File: src/rtl/awg_run_pkg.sv
// Shared constants and types for the run, arm and trigger controller
package awg_run_pkg;
   // Register port widths
   localparam int ADDR_W = 8;
   localparam int DATA_W = 32;
   localparam int LOOP_W = 20;
   localparam int IDLE_W = 16;
   // Register byte addresses
   localparam logic [ADDR_W-1:0] A_CTRL = 8'h00;
   localparam logic [ADDR_W-1:0] A_IDLE = 8'h04;
   localparam logic [ADDR_W-1:0] A_WLOOP = 8'h08;
   localparam logic [ADDR_W-1:0] A_SLOOP = 8'h0c;
   localparam logic [ADDR_W-1:0] A_CMD = 8'h10;
   localparam logic [ADDR_W-1:0] A_STAT = 8'h14;
   // Control register field positions
   localparam int CTL_TRIG = 0;
   localparam int CTL_ARMED = 1;
   localparam int CTL_FUNC = 2;
   localparam int CTL_ADV = 5;
   localparam int CTL_ENSRC = 7;
   localparam int CTL_INSRC = 9;
   localparam int CTL_ABT_BUS = 11;
   localparam int CTL_POL = 12;
   localparam int CTL_EVT_FALL = 14;
   localparam int CTL_SMART = 15;
   localparam int CTL_OUT_ON = 16;
   localparam int CTL_JUMP = 17;
   // Command register bit positions (write-only pulses)
   localparam int CMD_EN = 0;
   localparam int CMD_TRIG = 1;
   localparam int CMD_ABORT = 2;
   // Output function codes
   localparam logic [2:0] FN_STD = 3'h0;
   localparam logic [2:0] FN_ARB = 3'h1;
   localparam logic [2:0] FN_SEQ = 3'h2;
   localparam logic [2:0] FN_ADV = 3'h3;
   localparam logic [2:0] FN_MOD = 3'h4;
   localparam logic [2:0] FN_PULSE = 3'h5;
   // Advance mode codes
   localparam logic [1:0] ADV_AUTO = 2'h0;
   localparam logic [1:0] ADV_ONCE = 2'h1;
   localparam logic [1:0] ADV_STEP = 2'h2;
   // Enable source codes, continuous mode
   localparam logic [1:0] EN_TRIG = 2'h0;
   localparam logic [1:0] EN_EVENT = 2'h1;
   localparam logic [1:0] EN_BUS = 2'h2;
   // Initiate source codes, triggered mode
   localparam logic [1:0] IN_PANEL = 2'h0;
   localparam logic [1:0] IN_EVENT = 2'h1;
   localparam logic [1:0] IN_TRIG = 2'h2;
   localparam logic [1:0] IN_BUS = 2'h3;
   // Trigger polarity codes
   localparam logic [1:0] POL_RISE = 2'h0;
   localparam logic [1:0] POL_FALL = 2'h1;
   localparam logic [1:0] POL_BOTH = 2'h2;
   // Reset values and loop limits
   localparam logic [DATA_W-1:0] CTRL_RST = 32'h0000_0000;
   localparam logic [IDLE_W-1:0] IDLE_RST = 16'h0000;
   localparam logic [LOOP_W-1:0] LOOP_MIN = 20'h00001;
   localparam logic [LOOP_W-1:0] LOOP_MAX = 20'hf4240;
   // Fixed start latency
   localparam int CLK_NS = 50;
   localparam int SYS_DELAY_NS = 100;
   localparam int SYS_DELAY_CYC = (SYS_DELAY_NS + CLK_NS - 1) / CLK_NS;
   // Run state machine
   typedef enum logic [2:0] {ST_OFF, ST_IDLE, ST_RUN, ST_HOLD, ST_JUMP}
      run_state_e;
endpackage : awg_run_pkg

File: src/rtl/awg_edge_detect.sv
// Polarity-programmable transition detector for one input line
`timescale 1ns/1ps
`default_nettype none
module awg_edge_detect (
   // Clock and reset
   input wire logic i_sys_clk,
   input wire logic i_srst,
   // Line and sense selection
   input wire logic i_level,
   input wire logic i_rise_en,
   input wire logic i_fall_en,
   // Detected transition
   output logic o_pulse
);
   logic last_ff; // Previous sample of the line
   logic rise; // Low to high seen
   logic fall; // High to low seen

   assign rise = i_level & ~last_ff;
   assign fall = ~i_level & last_ff;
   assign o_pulse = (rise & i_rise_en) | (fall & i_fall_en);

   // Keep last level; reset low so a high line reads as a rise
   always_ff @(posedge i_sys_clk)
   begin
      if (i_srst)
         last_ff <= 1'b0;
      else
         last_ff <= i_level;
   end
endmodule : awg_edge_detect
`default_nettype wire

File: src/rtl/awg_run_ctrl.sv
// Run mode, arming, trigger source and loop control for the generator
`timescale 1ns/1ps
`default_nettype none
module awg_run_ctrl
   import awg_run_pkg::*;
#(
   parameter int LAT_CYC = SYS_DELAY_CYC
)(
   // Clock and reset
   input wire logic i_sys_clk,
   input wire logic i_srst,
   // Register port
   input wire logic [ADDR_W-1:0] i_addr,
   input wire logic [DATA_W-1:0] i_wdata,
   input wire logic i_wr,
   input wire logic i_rd,
   output logic [DATA_W-1:0] o_rdata,
   // Front panel
   input wire logic i_panel_self_arm,
   input wire logic i_manual_trigger_button,
   input wire logic i_panel_abort,
   // External trigger and event lines
   input wire logic i_trig_in,
   input wire logic i_event_in,
   // Waveform engine progress
   input wire logic i_wave_end,
   input wire logic i_seq_end,
   // Waveform engine control
   output logic o_gen_run,
   output logic o_hold_last,
   output logic o_idle_active,
   output logic [IDLE_W-1:0] o_idle_level,
   output logic o_wave_restart,
   output logic o_step_adv,
   output logic o_smart_permit
);
   // Software registers
   logic [DATA_W-1:0] ctrl_ff; // Mode, sources and options
   logic [IDLE_W-1:0] idle_ff; // Idle DC level
   logic [LOOP_W-1:0] wloop_ff; // Segment loops or burst count
   logic [LOOP_W-1:0] sloop_ff; // Sequence loops
   // Controller state
   run_state_e state_ff; // Run state
   run_state_e nxt_state; // Next run state
   logic [LAT_CYC-1:0] lat_ff; // Start latency pipe
   logic [LOOP_W-1:0] seg_cnt_ff; // Segment repetitions done
   logic [LOOP_W-1:0] seq_cnt_ff; // Sequence passes done
   logic restart; // Start a fresh waveform
   logic step_adv; // Move to next sequence step

   // Address decode
   logic wr_ctrl;
   logic wr_idle;
   logic wr_wloop;
   logic wr_sloop;
   logic wr_cmd;
   assign wr_ctrl = i_wr && (i_addr == A_CTRL);
   assign wr_idle = i_wr && (i_addr == A_IDLE);
   assign wr_wloop = i_wr && (i_addr == A_WLOOP);
   assign wr_sloop = i_wr && (i_addr == A_SLOOP);
   assign wr_cmd = i_wr && (i_addr == A_CMD);

   // Remote command pulses
   logic bus_en;
   logic bus_trig;
   logic bus_abort;
   assign bus_en = wr_cmd && i_wdata[CMD_EN];
   assign bus_trig = wr_cmd && i_wdata[CMD_TRIG];
   assign bus_abort = wr_cmd && i_wdata[CMD_ABORT];

   // Control fields
   logic trig_mode;
   logic armed;
   logic out_on;
   logic [2:0] func;
   logic [1:0] adv;
   logic [1:0] ensrc;
   logic [1:0] insrc;
   logic [1:0] pol;
   assign trig_mode = ctrl_ff[CTL_TRIG];
   assign armed = ctrl_ff[CTL_ARMED];
   assign out_on = ctrl_ff[CTL_OUT_ON];
   assign func = ctrl_ff[CTL_FUNC +: 3];
   assign adv = ctrl_ff[CTL_ADV +: 2];
   assign ensrc = ctrl_ff[CTL_ENSRC +: 2];
   assign insrc = ctrl_ff[CTL_INSRC +: 2];
   assign pol = ctrl_ff[CTL_POL +: 2];

   // Function classes
   logic is_seq;
   logic burst_fn;
   logic [1:0] eff_adv;
   assign is_seq = (func == FN_SEQ) || (func == FN_ADV);
   assign burst_fn = (func == FN_STD) || (func == FN_ARB);
   // Other functions run as if automatic
   assign eff_adv = is_seq ? adv : ADV_AUTO;

   // Transition detectors; event line has no both-edge option
   logic trig_pulse;
   logic evt_pulse;
   awg_edge_detect u_trig_edge (
      .i_sys_clk(i_sys_clk),
      .i_srst(i_srst),
      .i_level(i_trig_in),
      .i_rise_en(pol != POL_FALL),
      .i_fall_en(pol != POL_RISE),
      .o_pulse(trig_pulse)
   );
   awg_edge_detect u_evt_edge (
      .i_sys_clk(i_sys_clk),
      .i_srst(i_srst),
      .i_level(i_event_in),
      .i_rise_en(~ctrl_ff[CTL_EVT_FALL]),
      .i_fall_en(ctrl_ff[CTL_EVT_FALL]),
      .o_pulse(evt_pulse)
   );

   // Source selection; at most one source counts
   logic en_accept;
   logic init_accept;
   logic abort_hit;
   assign en_accept = ((ensrc == EN_TRIG) && trig_pulse) ||
                      ((ensrc == EN_EVENT) && evt_pulse) ||
                      ((ensrc == EN_BUS) && bus_en);
   assign init_accept = ((insrc == IN_PANEL) && i_manual_trigger_button) ||
                        ((insrc == IN_EVENT) && evt_pulse) ||
                        ((insrc == IN_TRIG) && trig_pulse) ||
                        ((insrc == IN_BUS) && bus_trig);
   // Self-armed continuous output ignores abort, as on the bench
   assign abort_hit = trig_mode ? bus_abort :
      (armed && (ctrl_ff[CTL_ABT_BUS] ? bus_abort : i_panel_abort));

   // Start request; one at a time so no trigger is doubled
   logic pending;
   logic start_raw;
   logic start_go;
   logic wait_start;
   assign pending = |lat_ff;
   assign wait_start = (state_ff == ST_IDLE) || (state_ff == ST_HOLD);
   assign start_raw = out_on && wait_start && !pending && !abort_hit &&
      (trig_mode ? init_accept : en_accept);
   assign start_go = lat_ff[LAT_CYC-1];

   // Latency pipe; abort or power-off drops a start in flight
   always_ff @(posedge i_sys_clk)
   begin
      if (i_srst || abort_hit || !out_on)
         lat_ff <= '0;
      else
         lat_ff <= (lat_ff << 1) | LAT_CYC'(start_raw);
   end

   // Loop completion
   logic [LOOP_W-1:0] sloop_eff;
   logic seg_done;
   logic seq_done;
   logic step_wait;
   assign sloop_eff = (func == FN_ADV) ? sloop_ff : LOOP_MIN;
   assign seg_done = i_wave_end && (seg_cnt_ff + LOOP_MIN >= wloop_ff);
   assign seq_done = is_seq && i_seq_end &&
      (seq_cnt_ff + LOOP_MIN >= sloop_eff);
   assign step_wait = ctrl_ff[CTL_JUMP] || (eff_adv == ADV_STEP);

   // Run state transitions
   always_comb
   begin
      nxt_state = state_ff;
      restart = 1'b0;
      step_adv = 1'b0;
      if (!out_on)
         nxt_state = ST_OFF;
      // Abort returns to idle and demands a new start
      else if (abort_hit && (state_ff != ST_OFF))
         nxt_state = ST_IDLE;
      else
         case (state_ff)
            ST_OFF:
            begin
               // Self-armed continuous starts with no enable
               if (!trig_mode && !armed)
               begin
                  nxt_state = ST_RUN;
                  restart = 1'b1;
               end
               else
                  nxt_state = ST_IDLE;
            end
            ST_IDLE, ST_HOLD:
            begin
               if (start_go)
               begin
                  nxt_state = ST_RUN;
                  restart = 1'b1;
               end
            end
            ST_RUN:
            begin
               if (is_seq && seq_done)
               begin
                  // Whole sequence done
                  if (trig_mode || (eff_adv == ADV_ONCE))
                     nxt_state = ST_HOLD;
                  else
                     restart = 1'b1;
               end
               else if (is_seq && seg_done)
               begin
                  // Step done: jump now or wait for event
                  if (step_wait)
                     nxt_state = ST_JUMP;
                  else
                     step_adv = 1'b1;
               end
               // Burst length for std/arb, one cycle otherwise
               else if (trig_mode && !is_seq &&
                        (burst_fn ? seg_done : i_wave_end))
                  nxt_state = ST_HOLD;
            end
            ST_JUMP:
            begin
               if (evt_pulse)
               begin
                  nxt_state = ST_RUN;
                  step_adv = 1'b1;
               end
            end
            default:
               nxt_state = ST_OFF;
         endcase
   end

   always_ff @(posedge i_sys_clk)
   begin
      if (i_srst)
         state_ff <= ST_OFF;
      else
         state_ff <= nxt_state;
   end

   // Loop counters cleared on every fresh step or pass
   logic seg_clr;
   logic seq_clr;
   logic in_play;
   assign in_play = (state_ff == ST_RUN) || (state_ff == ST_JUMP);
   assign seg_clr = (state_ff != ST_RUN) || step_adv || seg_done || seq_done;
   assign seq_clr = !in_play || seq_done;

   always_ff @(posedge i_sys_clk)
   begin
      if (i_srst || seg_clr)
         seg_cnt_ff <= '0;
      else if (i_wave_end)
         seg_cnt_ff <= seg_cnt_ff + LOOP_MIN;
   end

   always_ff @(posedge i_sys_clk)
   begin
      if (i_srst || seq_clr)
         seq_cnt_ff <= '0;
      else if (i_seq_end)
         seq_cnt_ff <= seq_cnt_ff + LOOP_MIN;
   end

   // Loop writes clamp to the legal one to one million range
   function automatic logic [LOOP_W-1:0] clamp_loop(
      input logic [DATA_W-1:0] v);
      if (v == '0)
         return LOOP_MIN;
      else if (v > DATA_W'(LOOP_MAX))
         return LOOP_MAX;
      else
         return v[LOOP_W-1:0];
   endfunction : clamp_loop

   // Front panel may only drop the armed bit, never set it
   logic [DATA_W-1:0] ctrl_src;
   logic [DATA_W-1:0] nxt_ctrl;
   assign ctrl_src = wr_ctrl ? i_wdata : ctrl_ff;
   assign nxt_ctrl = ctrl_src &
      ~({{(DATA_W-1){1'b0}}, i_panel_self_arm} << CTL_ARMED);

   always_ff @(posedge i_sys_clk)
   begin
      if (i_srst)
      begin
         ctrl_ff <= CTRL_RST;
         idle_ff <= IDLE_RST;
         wloop_ff <= LOOP_MIN;
         sloop_ff <= LOOP_MIN;
      end
      else
      begin
         ctrl_ff <= nxt_ctrl;
         if (wr_idle)
            idle_ff <= i_wdata[IDLE_W-1:0];
         if (wr_wloop)
            wloop_ff <= clamp_loop(i_wdata);
         if (wr_sloop)
            sloop_ff <= clamp_loop(i_wdata);
      end
   end

   // Read mux; unmapped and command addresses read zero
   logic [DATA_W-1:0] stat_word;
   logic [DATA_W-1:0] rd_mux;
   assign stat_word = {seg_cnt_ff, 8'h00, pending, state_ff};
   assign rd_mux =
      (i_addr == A_CTRL)  ? ctrl_ff :
      (i_addr == A_IDLE)  ? {{(DATA_W-IDLE_W){1'b0}}, idle_ff} :
      (i_addr == A_WLOOP) ? {{(DATA_W-LOOP_W){1'b0}}, wloop_ff} :
      (i_addr == A_SLOOP) ? {{(DATA_W-LOOP_W){1'b0}}, sloop_ff} :
      (i_addr == A_STAT)  ? stat_word : '0;

   // Read data stand only in the cycle after the strobe
   always_ff @(posedge i_sys_clk)
   begin
      if (i_srst || !i_rd)
         o_rdata <= '0;
      else
         o_rdata <= rd_mux;
   end

   // Engine controls; run, hold and idle decoded from the state flop
   assign o_gen_run = in_play;
   assign o_hold_last = (state_ff == ST_HOLD);
   assign o_idle_active = (state_ff == ST_IDLE);
   assign o_idle_level = idle_ff;
   assign o_wave_restart = restart;
   assign o_step_adv = step_adv;
   assign o_smart_permit = trig_mode && ctrl_ff[CTL_SMART];

   // Checks
   a_arm_remote_only: assert property (
      @(posedge i_sys_clk) disable iff (i_srst)
      $rose(armed) |-> $past(wr_ctrl))
      else $error("armed bit set without a bus write");
   a_armed_waits: assert property (
      @(posedge i_sys_clk) disable iff (i_srst)
      (state_ff == ST_IDLE) && !start_go |=> state_ff != ST_RUN)
      else $error("left idle without a start");
   a_cont_keeps: assert property (
      @(posedge i_sys_clk) disable iff (i_srst)
      (state_ff == ST_RUN) && !trig_mode && !is_seq && !abort_hit &&
      out_on && !wr_ctrl |=> state_ff == ST_RUN)
      else $error("continuous output stopped without abort");
   a_self_starts: assert property (
      @(posedge i_sys_clk) disable iff (i_srst)
      (state_ff == ST_OFF) && out_on && !trig_mode && !armed && !wr_ctrl
      |=> o_gen_run)
      else $error("self-armed output did not start");
   a_bus_src_only: assert property (
      @(posedge i_sys_clk) disable iff (i_srst)
      !trig_mode && (ensrc == EN_BUS) && !bus_en |-> !start_raw)
      else $error("enable taken from a disabled input");
   a_jump_holds: assert property (
      @(posedge i_sys_clk) disable iff (i_srst)
      (state_ff == ST_JUMP) && !evt_pulse && !abort_hit && out_on
      |=> state_ff == ST_JUMP)
      else $error("step jumped without an event");
   a_start_latency: assert property (
      @(posedge i_sys_clk) disable iff (i_srst)
      start_raw ##1 (!abort_hit && out_on)[*2] |-> o_wave_restart)
      else $error("start latency wrong");
   a_one_cycle: assert property (
      @(posedge i_sys_clk) disable iff (i_srst)
      (state_ff == ST_RUN) && trig_mode && !is_seq && !burst_fn &&
      i_wave_end && !abort_hit && out_on |=> o_hold_last)
      else $error("no hold after single triggered cycle");
   a_trig_abort_bus: assert property (
      @(posedge i_sys_clk) disable iff (i_srst)
      trig_mode && (state_ff == ST_HOLD) && !bus_abort && !start_go &&
      out_on && !wr_ctrl |=> state_ff == ST_HOLD)
      else $error("triggered output left hold without cause");
   a_loop_range: assert property (
      @(posedge i_sys_clk) disable iff (i_srst)
      (wloop_ff >= LOOP_MIN) && (wloop_ff <= LOOP_MAX))
      else $error("segment loop count out of range");

   c_armed_start: cover property (@(posedge i_sys_clk)
      (state_ff == ST_IDLE) && !trig_mode ##1 o_wave_restart);
   c_burst_hold: cover property (@(posedge i_sys_clk)
      burst_fn && seg_done && trig_mode ##1 o_hold_last);
   c_jump_event: cover property (@(posedge i_sys_clk)
      (state_ff == ST_JUMP) && evt_pulse);
endmodule : awg_run_ctrl
`default_nettype wire

File: config.mk
export PLATFORM = sky130hd
export DESIGN_NAME = awg_run_ctrl
export DESIGN_NICKNAME = d
export VERILOG_FILES = /design/src/rtl/awg_run_pkg.sv /design/src/rtl/awg_edge_detect.sv /design/src/rtl/awg_run_ctrl.sv
export SDC_FILE = /design/constraint.sdc
export NUM_CORES = 1
export LEC_CHECK = 0
export BUFFER_PORTS_ARGS = -buffer_cell sky130_fd_sc_hd__buf_2
export CAP_MARGIN = 20
export CORE_MARGIN = 2
export CORE_UTILIZATION = 30
export DETAILED_ROUTE_END_ITERATION = 10
export GPL_ROUTABILITY_DRIVEN = 0
export PLACE_DENSITY = 0.43
export RECOVER_POWER = 50
export SLEW_MARGIN = 20
export SYNTH_ARGS = -nofsm -noshare
export SYNTH_HDL_FRONTEND = slang
export SYNTH_SLANG_ARGS = --single-unit
export TNS_END_PERCENT = 20
File: constraint.sdc
create_clock -name i_sys_clk -period 5.8 [get_ports i_sys_clk]
set_clock_uncertainty 0.2 [all_clocks]
set_input_delay 1.16 -clock i_sys_clk [delete_from_list [all_inputs] [get_ports i_sys_clk]]
set_output_delay 1.16 -clock i_sys_clk [all_outputs]
set_load 0.01 [all_outputs]
==> key figures, run 1 <==
Routing
  – Routed wire per std cell: 18.9 um
  – Vias: 8023
  – Routed WL: 29.8 mm
  – DRC errors left: 0
  – Iter 0 DRT Violations: 624
  – Via-per-instance ratio: 5.08
  – Final ANT Viol Nets: 0
  – Pre-Repair DR Iteration Count: 8

Yosys
  – Syn Inst Count: 1082
  – Cell area after synthesis: 8580 um^2
  – Top-area cell type share of the netlist area: 0.390
  – Asr flop ratio synth: 0
  – Synth cell types: 62
  – Proportion of synthesized chip area in sequential cells: 0.390
  – Synth Register Bits: 167
  – Synth area leader: dfxtp_1
  – Syn Nets: 1175
  – Number of synthesized flops with an enable pin: 0
  – Most used DFF post-synth: dfxtp_1
  – Mean post-synth cell area: 7.93 um^2
  – Top cells by area, synth: dfxtp_1 39%, nand2_1 9.4%, ha_1 6.1%, a21oi_1 5.9%, xor2_1 5.8%
  – Syn. warnings: 0

Pwr
  – Leak Pwr: 3.80 nW
  – Peak VDD IR: 148 uV
  – Overall Power: 2.41 mW
  – Power per cell area: 232 nW/um^2

STA
  – Final setup viols: 1
  – Slew at the pin closest to its max-slew limit: 2390 ps
  – RSZ-0062 raised after global routing: yes
  – Period utilization: 1.01
  – Setup TNS: -48.5 ps
  – WHS: 275 ps
  – Min Tclk post-route: 5850 ps
  – Fmax achieved: 171 MHz
  – Final hold violations: 0
  – Max-slew violations: 81
  – Relative slew slack: -0.595
  – Final worst setup slack: -48.5 ps

Layout
  – Antenna diodes: 0
  – Final Non-Filler Cells: 1580
  – Register Area: 3370 um^2
  – P&R area growth vs syn: 21.1%
  – Share of layout cells above drive strength 1: 0.146
  – Filler cells: 3023
  – Nets@finish: 1282
  – Multi-input combinational cell area: 5000 um^2

GRT
  – Antenna violations before repair: 0
  – Number of global-route vias before repair: 7690
  – Overall Global Routing Usage: 0.199
  – Largest net degree at the start of global routing: 52
  – First-pass GRT wire length: 46.0 mm
  – GRT overflow: 0

Worst hold path
  – Min-Delay Path Class: register to register

Job
  – MaxCap Viol Count: 2

Floorplan
  – Die area: 30000 um^2
  – Starting density of the core: 0.306
  – Rows: 61
  – IO Count: 105
  – Die width: 173 um
  – Die Y-Extent: 173 um
  – Core area: 28000 um^2

Worst setup path
  – Critical Path Max Stage Delay: 440 ps
  – Crit start category: register
  – Setup CP Type: register to output pin
  – CP Buf/Inv Count: 2
  – Largest delay share family, worst path: simple AND/OR/NAND/NOR gates
  – Most used cell, CP: and3_4
  – Critical path's slowest cell: or4_4
  – Crit. End Element: output pin
  – Largest fanout on the critical path: 3
  – CP arrival: 4490 ps
  – Cells along the critical path: nand3_1 -> nor4_2 -> buf_4 -> and3_4 -> and3_4 -> and3_4 -> nand3_4 -> nor2_2 -> xor2_1 -> ha_1 -> nand4_1 -> nor4_2 -> a221oi_2 -> o21ai_1 -> o21a_1 -> or3_4 -> or4_4 -> a211oi_4 -> buf_2
  – Critical Path RT: 4440 ps

Run status
  – Failing checks: capacitance limit, slew limit, setup timing
  – Status: complete, but fails checks

Clock network
  – Total CTS buffers: 17
  – Clock Sinks: 167
  – TritonCTS clock tree: done
  – Root buffer cell: clkbuf_16
  – Clock tree buffer depth: 2
  – Reg clk slew, reported paths: 80 ps
  – CTS H-tree lvls: 4
  – Worst-Skew Late Latency: 440 ps

Placement
  – Port bufs: 104
  – Dpl ws: 120 ps
  – Cells after DPL: 1536
  – Dpl hpwl: 21.9 mm
-- synth_stat cells, drive strengths merged, types with 20 or more instances --
cell      n
nand2   215
ha       42
inv      31
nor2    115
clkbuf   47
nand3    47
and3     21
dfxtp   167
a21oi   102
o21ai    27
xor2     57
xnor2    20
-- worst min-delay path, delay by kind of cell, from the launching register on --
family | cells | cell delay (ps)
AND/OR/NAND/NOR | 1 | 50
flip-flops | 1 | 330
AO/OA/AOI/OAI | 1 | 50
-- sequential cells by signal, indices dropped and copies added (netlist names) --
register / cells
ctrl_ff: 32
o_rdata: 32
seg_cnt_ff: 20
seq_cnt_ff: 20
sloop_ff: 20
wloop_ff: 20
o_idle_level: 16
state_ff: 3
lat_ff: 2
u_evt_edge.last_ff: 1
u_trig_edge.last_ff: 1
-- area by class of cell --
cell class	count	share of cell area
well taps	378	0.0455
clock buffers	18	0.0413
multi-input cells	818	0.481
flip-flops and latches	167	0.324
clock inverters	14	0.0176
repair buffers	154	0.0797
inverters	31	0.0112
-- where the power goes --
group	internal [mW]	switching [mW]	total (mW)	leakage, nW
clock	0.586	0.592	1.18	0.293
sequential	1.14	0.00101	1.15	1.35
combinational	0.0260	0.0636	0.0896	2.16
-- logic make-up (layout without fill, tap and decap cells) --
family,after synthesis,after routing,share of synthesized area
AOI/OAI and AO/OA,205,205,0.149
and+or+nand+nor,475,475,0.254
muxes,19,19,0.0222
buffers and inverters,97,217,0.0455
adders and majority gates,42,42,0.0612
xor gates and xnor gates,77,77,0.0786
DFF,167,167,0.390
-- what timing repair did --
action	in CTS	in global routing
setup buffers	9	3
hold buffers	0	0
gates resized for setup	32	16
setup endpoints to repair	1	1
pin swaps	15	9
-- cell usage in the layout (no fill, tap or decap), types with 16 or more instances in the layout --
| cell type | instances |
|---|---|
| nand2_1 | 212 |
| nor2_1 | 111 |
| a21oi_1 | 101 |
| xnor2_1 | 20 |
| xor2_1 | 57 |
| ha_1 | 40 |
| clkbuf_1 | 58 |
| buf_2 | 52 |
| mux2i_1 | 19 |
| dfxtp_1 | 157 |
| a211oi_1 | 16 |
| clkbuf_16 | 17 |
| a22oi_1 | 16 |
| buf_4 | 43 |
| inv_1 | 31 |
| nand3_1 | 43 |
| o21ai_0 | 26 |
-- through the flow --
step                      utilization  area [um^2]
after CTS                       0.371        10400
after detailed placement        0.343         9600
final                           0.371        10400
after floorplan                     -         8580
after global routing            0.371        10400
after global placement          0.343         9600
-- metal layers --
metal,vias up,routed length (um),GRT usage,part of all wire
met5,-,0,0,0
met4,0,382,0.0431,0.013
met3,26,1440,0.0295,0.048
met2,233,12800,0.293,0.43
met1,3831,15200,0.303,0.51
li1,3933,-,-,-
-- worst paths after layout --
kind              slack [ps]           from  depth (start not counted)        endpoint
setup / recovery         -50  seq_cnt_ff[3]                         19      o_step_adv
hold / removal           270    ctrl_ff[21]                          2     ctrl_ff[21]
setup reg to reg        1300  seq_cnt_ff[3]                         20  seg_cnt_ff[11]
hold reg to reg          270    ctrl_ff[21]                          2     ctrl_ff[21]
Power figures use the tool's default switching activity.
==> run 2: changes to the inputs <==
--- a/config.mk
+++ b/config.mk
@@ -5,6 +5,7 @@
 export SDC_FILE = /design/constraint.sdc
 export NUM_CORES = 1
 export LEC_CHECK = 0
+export ABC_AREA = 1
 export BUFFER_PORTS_ARGS = -buffer_cell sky130_fd_sc_hd__buf_2
 export CAP_MARGIN = 20
 export CORE_MARGIN = 2
==> key figures, run 2 <==
Run status
  – Status: complete, but fails checks
  – Failing checks: capacitance limit, slew limit

Yosys
  – Synth area leader: dfxtp_1
  – Cell area after synthesis: 8890 um^2
  – Top cells by area, synth: dfxtp_1 38%, nand2_1 11%, nor2_1 7.0%, inv_1 6.2%, ha_1 5.9%
  – Synth Register Bits: 167
  – Synth cell count leaders: 258 x nand2_1, 167 x dfxtp_1, 165 x nor2_1
  – Proportion of synthesized chip area in sequential cells: 0.376
  – Number of synthesized flops with an enable pin: 0
  – Cell with the most instances after synthesis: nand2_1
  – Asr flop ratio synth: 0
  – Top-area cell type share of the netlist area: 0.376
  – Most used DFF post-synth: dfxtp_1
  – Syn Nets: 1344
  – Synth cell types: 44
  – Syn Inst Count: 1251
  – Mean post-synth cell area: 7.10 um^2
  – Syn. warnings: 0

Pwr
  – Net Sw Frac: 0.237
  – Sequential Power Share: 0.466
  – Leak Pwr: 4.30 nW
  – Logic gate share of total power: 0.038
  – Clock share of power: 0.497
  – Pint: 1.88 mW
  – Power per cell area: 239 nW/um^2
  – Peak VDD IR: 180 uV
  – NetSw: 0.586 mW
  – Overall Power: 2.47 mW

Layout
  – P&R area growth vs syn: 16.1%
  – Nets@finish: 1428
  – Largest regs: ctrl_ff (32), o_rdata (32)
  – Filler cells: 3246
  – Most frequent cells in the layout: 258 x nand2_1, 167 x dfxtp_1, 165 x nor2_1, 151 x inv_1, 99 x a21oi_1
  – Most common cell after layout, fill and taps aside: nand2_1
  – Antenna diodes: 0
  – Share of layout cells above drive strength 1: 0.106

Worst setup path
  – Largest delay share family, worst path: simple AND/OR/NAND/NOR gates
  – Cells along the critical path: ha_1 -> nand3_1 -> nor3_2 -> nand3_1 -> nor2_2 -> nand3_2 -> nor2_2 -> nand2_1 -> xnor2_1 -> ha_1 -> nand2_1 -> inv_1 -> nand2_1 -> nand2_1 -> a21oi_1 -> nand4_1 -> nand2_1 -> inv_2 -> nor2_1 -> nand2_1 -> nor3_2 -> a21oi_1 -> nor2_1 -> buf_2
  – Critical Path RT: 4440 ps
  – Critical Path Max Stage Delay: 390 ps
  – CP Buf/Inv Count: 3
  – CP arrival: 3950 ps
  – Critical path's slowest cell: dfxtp_1
  – Setup CP Type: register to output pin
  – Most used cell, CP: nand2_1
  – Crit. End Element: output pin
  – Largest fanout on the critical path: 6
  – Crit start category: register

GRT
  – Number of global-route vias before repair: 8159
  – Antenna violations before repair: 0
  – Overall Global Routing Usage: 0.200
  – First-pass GRT wire length: 47.1 mm
  – GRT overflow: 0
  – Largest net degree at the start of global routing: 61

Routing
  – Pre-Repair DR Iteration Count: 5
  – DRC errors left: 0
  – Routed WL: 30.2 mm
  – Iter 0 DRT Violations: 589
  – Final ANT Viol Nets: 0
  – Via-per-instance ratio: 4.80
  – Routed wire per std cell: 17.3 um
  – Vias: 8348

STA
  – Final hold violations: 0
  – Relative slew slack: -0.951
  – Final setup viols: 0
  – RSZ-0062 raised after global routing: no
  – Setup TNS: 0 ps
  – Max-slew violations: 61
  – Period utilization: 0.916
  – Fmax achieved: 188 MHz
  – Min Tclk post-route: 5310 ps
  – Slew at the pin closest to its max-slew limit: 2930 ps

Clock network
  – Worst-Skew Late Latency: 430 ps
  – Root buffer cell: clkbuf_16
  – CTS H-tree lvls: 4
  – Setup Fix Bufs, Post-CTS: 0
  – Total CTS buffers: 17
  – Clock tree buffer depth: 2
  – TritonCTS clock tree: done
  – Clock Sinks: 167
  – Reg clk slew, reported paths: 70 ps
  – Cts hold-fix bufs: 0

Floorplan
  – Die width: 176 um
  – IO Count: 105
  – Starting density of the core: 0.302
  – Die Y-Extent: 176 um
  – Core area: 29400 um^2
  – Rows: 63
  – Die area: 31000 um^2

Placement
  – Dpl hpwl: 23.4 mm
  – Port bufs: 104

Job
  – MaxCap Viol Count: 1

Worst hold path
  – Min-Delay Path Class: register to register
-- run 2: cell types whose count changed in the layout (fill, tap and decap cells not counted), sizes merged, moves of 11 or more --
| cell | delta |
|---|---|
| a211oi | +47 |
| nand2 | +46 |
| a22oi | -16 |
| xor2 | -28 |
| nor2b | -11 |
| xnor2 | -15 |
| nor2 | +61 |
| nor3 | +12 |
| nand3 | -13 |
| mux2i | -19 |
| o21ai | +27 |
| inv | +140 |
| buf | -36 |
| and3 | -21 |
-- run 2: final cells by class --
type	instances	area [um^2]	area share
clock buffer	20	457	0.0443
clock inverter	12	164	0.0159
inverter	176	661	0.0640
multi-input combinational	859	4670	0.452
sequential	167	3340	0.324
tap	390	488	0.0473
timing repair buffer	114	537	0.0520
-- run 2: what timing repair did --
action | 4_1_cts | 5_1_grt
setup endpoints to repair | 0 | 1
hold endpoints to repair | 0 | 0
gates resized for setup | 0 | 1
-- run 2: worst paths after layout --
path,startpoint,end,slack (ps),cells after the start
max,seq_cnt_ff[0],o_step_adv,490,24
min,lat_ff[0],lat_ff[1],230,2
max reg2reg,seq_cnt_ff[0],seq_cnt_ff[3],1980,21
min reg2reg,lat_ff[0],lat_ff[1],230,2
-- run 2: tightest hold or removal path, stage by stage (launching register included) --
cell and delay, ps:
dfxtp_1 310, inv_1 50, nor2_1 30
-- run 2: stage by stage --
step                 util  setup WS, ps  cells  cell area (um^2)  hold WS (ps)
CTS                 0.354           346   1738             10400           229
global placement    0.333           988   1706              9780           211
floorplan               -          1400   1251              8890           209
detailed placement  0.333           833   1706              9780           219
finish              0.351           489   1738             10300           229
global route        0.351          3.01   1738             10300           250
-- run 2: cell families (layout without fill, tap and decap cells) --
group           count (synthesis)  count (layout)  share of synthesized area
buf+inv                       225             322                     0.0981
flops                         167             167                      0.376
compound gates                259             259                      0.179
fa+ha+maj                      42              42                     0.0591
xor+xnor                       34              34                     0.0344
simple gates                  524             524                      0.254
-- run 2: power groups by stage --
| stage | Clock, mW | Combinational, mW | Sequential, mW |
|---|---|---|---|
| after floorplan | 0 | 0.0481 | 1.18 |
| after global placement | 0 | 0.0963 | 1.18 |
| after detailed placement | 0 | 0.0954 | 1.18 |
| after CTS | 1.25 | 0.0956 | 1.15 |
| after global routing | 1.29 | 0.103 | 1.15 |
| final | 1.23 | 0.0926 | 1.15 |
-- run 2: per-layer routing --
layer | part of all wire | up-vias | GRT usage
li1 | - | 4303 | -
met4 | 0.014 | 0 | 0.0527
met5 | 0 | - | 0
met2 | 0.43 | 191 | 0.307
met1 | 0.51 | 3829 | 0.287
met3 | 0.044 | 25 | 0.0366
==> run 3: changes to the inputs <==
--- a/config.mk
+++ b/config.mk
@@ -8,6 +8,7 @@
 export ABC_AREA = 1
 export BUFFER_PORTS_ARGS = -buffer_cell sky130_fd_sc_hd__buf_2
 export CAP_MARGIN = 20
+export CORE_ASPECT_RATIO = 1.2
 export CORE_MARGIN = 2
 export CORE_UTILIZATION = 30
 export DETAILED_ROUTE_END_ITERATION = 10
==> key figures, run 3 (synthesis gave the netlist of run 2 again) <==
Worst setup path
  – Critical Path RT: 4440 ps
  – Cells on worst reg2reg path: 22
  – Critical Path Max Stage Delay: 390 ps
  – Cells along the critical path: ha_1 -> nand3_2 -> nor3_4 -> nand2_2 -> nor3_4 -> nand4_2 -> nor3_2 -> xor2_1 -> ha_1 -> nand2_1 -> nor2_2 -> nand2_1 -> nor2_1 -> nand2_1 -> nand4_1 -> nand2_1 -> nor2_1 -> nand2_1 -> nor3_2 -> a21oi_1 -> nor2_1 -> buf_2
  – Setup CP Type: register to output pin
  – R2r setup slk: 1850 ps
  – Crit start category: register
  – Critical path's slowest cell: dfxtp_1
  – CP arrival: 4010 ps
  – Largest fanout on the critical path: 4
  – Crit. End Element: output pin
  – Most used cell, CP: nand2_1

Clock network
  – Clock Sinks: 167
  – Cts hold-fix bufs: 0
  – Reg clk slew, reported paths: 80 ps
  – Clock tree buffer depth: 2
  – Root buffer cell: clkbuf_16
  – TritonCTS clock tree: done
  – Worst-Skew Late Latency: 450 ps
  – CTS H-tree lvls: 4
  – Total CTS buffers: 17

Floorplan
  – IO Count: 105
  – Die Y-Extent: 193 um
  – Rows: 69
  – Starting density of the core: 0.303
  – Die width: 161 um
  – Die area: 31000 um^2
  – Core area: 29400 um^2

GRT
  – Number of global-route vias before repair: 8160
  – GRT overflow: 0
  – Antenna violations before repair: 0
  – First-pass GRT wire length: 47.3 mm
  – Largest net degree at the start of global routing: 62
  – Overall Global Routing Usage: 0.203

STA
  – Fmax achieved: 186 MHz
  – Max-slew violations: 62
  – Relative slew slack: -1.10
  – Final hold violations: 0
  – RSZ-0062 raised after global routing: no
  – Min Tclk post-route: 5370 ps
  – Slew at the pin closest to its max-slew limit: 3160 ps
  – Setup TNS: 0 ps
  – Period utilization: 0.925
  – Final worst setup slack: 433 ps
  – Final setup viols: 0
  – WHS: 229 ps

Layout
  – P&R area growth vs syn: 16.3%
  – Design Area, Final: 10300 um^2
  – Antenna diodes: 0
  – Most common cell after layout, fill and taps aside: nand2_1
  – Largest regs: ctrl_ff (32), o_rdata (32)
  – Filler cells: 3273
  – Share of layout cells above drive strength 1: 0.114
  – Nets@finish: 1428
  – Most frequent cells in the layout: 258 x nand2_1, 166 x dfxtp_1, 164 x nor2_1, 146 x inv_1, 99 x a21oi_1

Pwr
  – Power per cell area: 239 nW/um^2
  – Leak Pwr: 4.30 nW
  – Peak VDD IR: 147 uV

Placement
  – Dpl cell area: 9770 um^2
  – Dpl hpwl: 24.0 mm
  – Dpl ws: 700 ps
  – Port bufs: 104

Run status
  – Failing checks: capacitance limit, slew limit
  – Status: complete, but fails checks

Routing
  – Pre-Repair DR Iteration Count: 5
  – Routed wire per std cell: 17.8 um
  – DRC errors left: 0
  – Via-per-instance ratio: 4.77
  – Final ANT Viol Nets: 0
  – Routed WL: 31.0 mm
  – Vias: 8296
  – Iter 0 DRT Violations: 368

Worst hold path
  – Hold Crit Depth: 2
  – Min-Delay Path Class: register to register

Job
  – MaxCap Viol Count: 1
-- run 3: changes by cell type in the layout (fill, tap and decap cells not counted), sizes merged --
| cell | change |
|---|---|
| clkinvlp | -2 |
| buf | +1 |
| inv | +2 |
| bufinv | -2 |
| clkbuf | -4 |
| clkinv | +5 |
-- run 3: what timing repair did --
action                                  in CTS  in global routing
endpoints found under the setup margin       0                  1
resized for setup                            0                  2
setup buffers                                0                  0
-- run 3: cell type report --
type	count	area [um^2]	area share
clock inverters	15	203	0.0196
inverters	176	661	0.0639
repair buffers	114	526	0.0509
well taps	390	488	0.0472
flip-flops and latches	167	3340	0.324
multi-input cells	859	4690	0.453
clock buffers	17	425	0.0412
-- run 3: critical path: cells and delay by family, from the launching register on --
family | cells | cell delay, ps
AOI/OAI and AO/OA | 1 | 60
xor gates and xnor gates | 1 | 110
adders and majority gates | 2 | 500
buffers and inverters | 1 | 160
DFF | 1 | 390
and+or+nand+nor | 17 | 2330
-- run 3: through the flow --
stage               total power, mW   util  cells
CTS                            2.49  0.354   1738
global route                   2.55  0.352   1738
global placement               1.27  0.333   1706
detailed placement             1.27  0.333   1706
finish                         2.46  0.352   1738
floorplan                      1.22      -   1251
-- run 3: path summary, 6_finish.rpt --
path	startpoint	to
hold / removal	lat_ff[0]	lat_ff[1]
setup / recovery	seg_cnt_ff[1]	o_step_adv
setup reg to reg	seq_cnt_ff[0]	seg_cnt_ff[19]
hold reg to reg	lat_ff[0]	lat_ff[1]
-- run 3: metal layers --
layer	vias up	part of all wire	GRT usage
met1	3812	0.45	0.249
met2	159	0.49	0.361
met3	38	0.034	0.0325
met5	-	0	0
met4	0	0.027	0.0749
li1	4287	-	-
-- run 3: power by group --
part,internal (mW),switching [mW]
clock network,0.629,0.593
registers,1.15,0.00170
logic,0.0256,0.0685
total,1.80,0.663
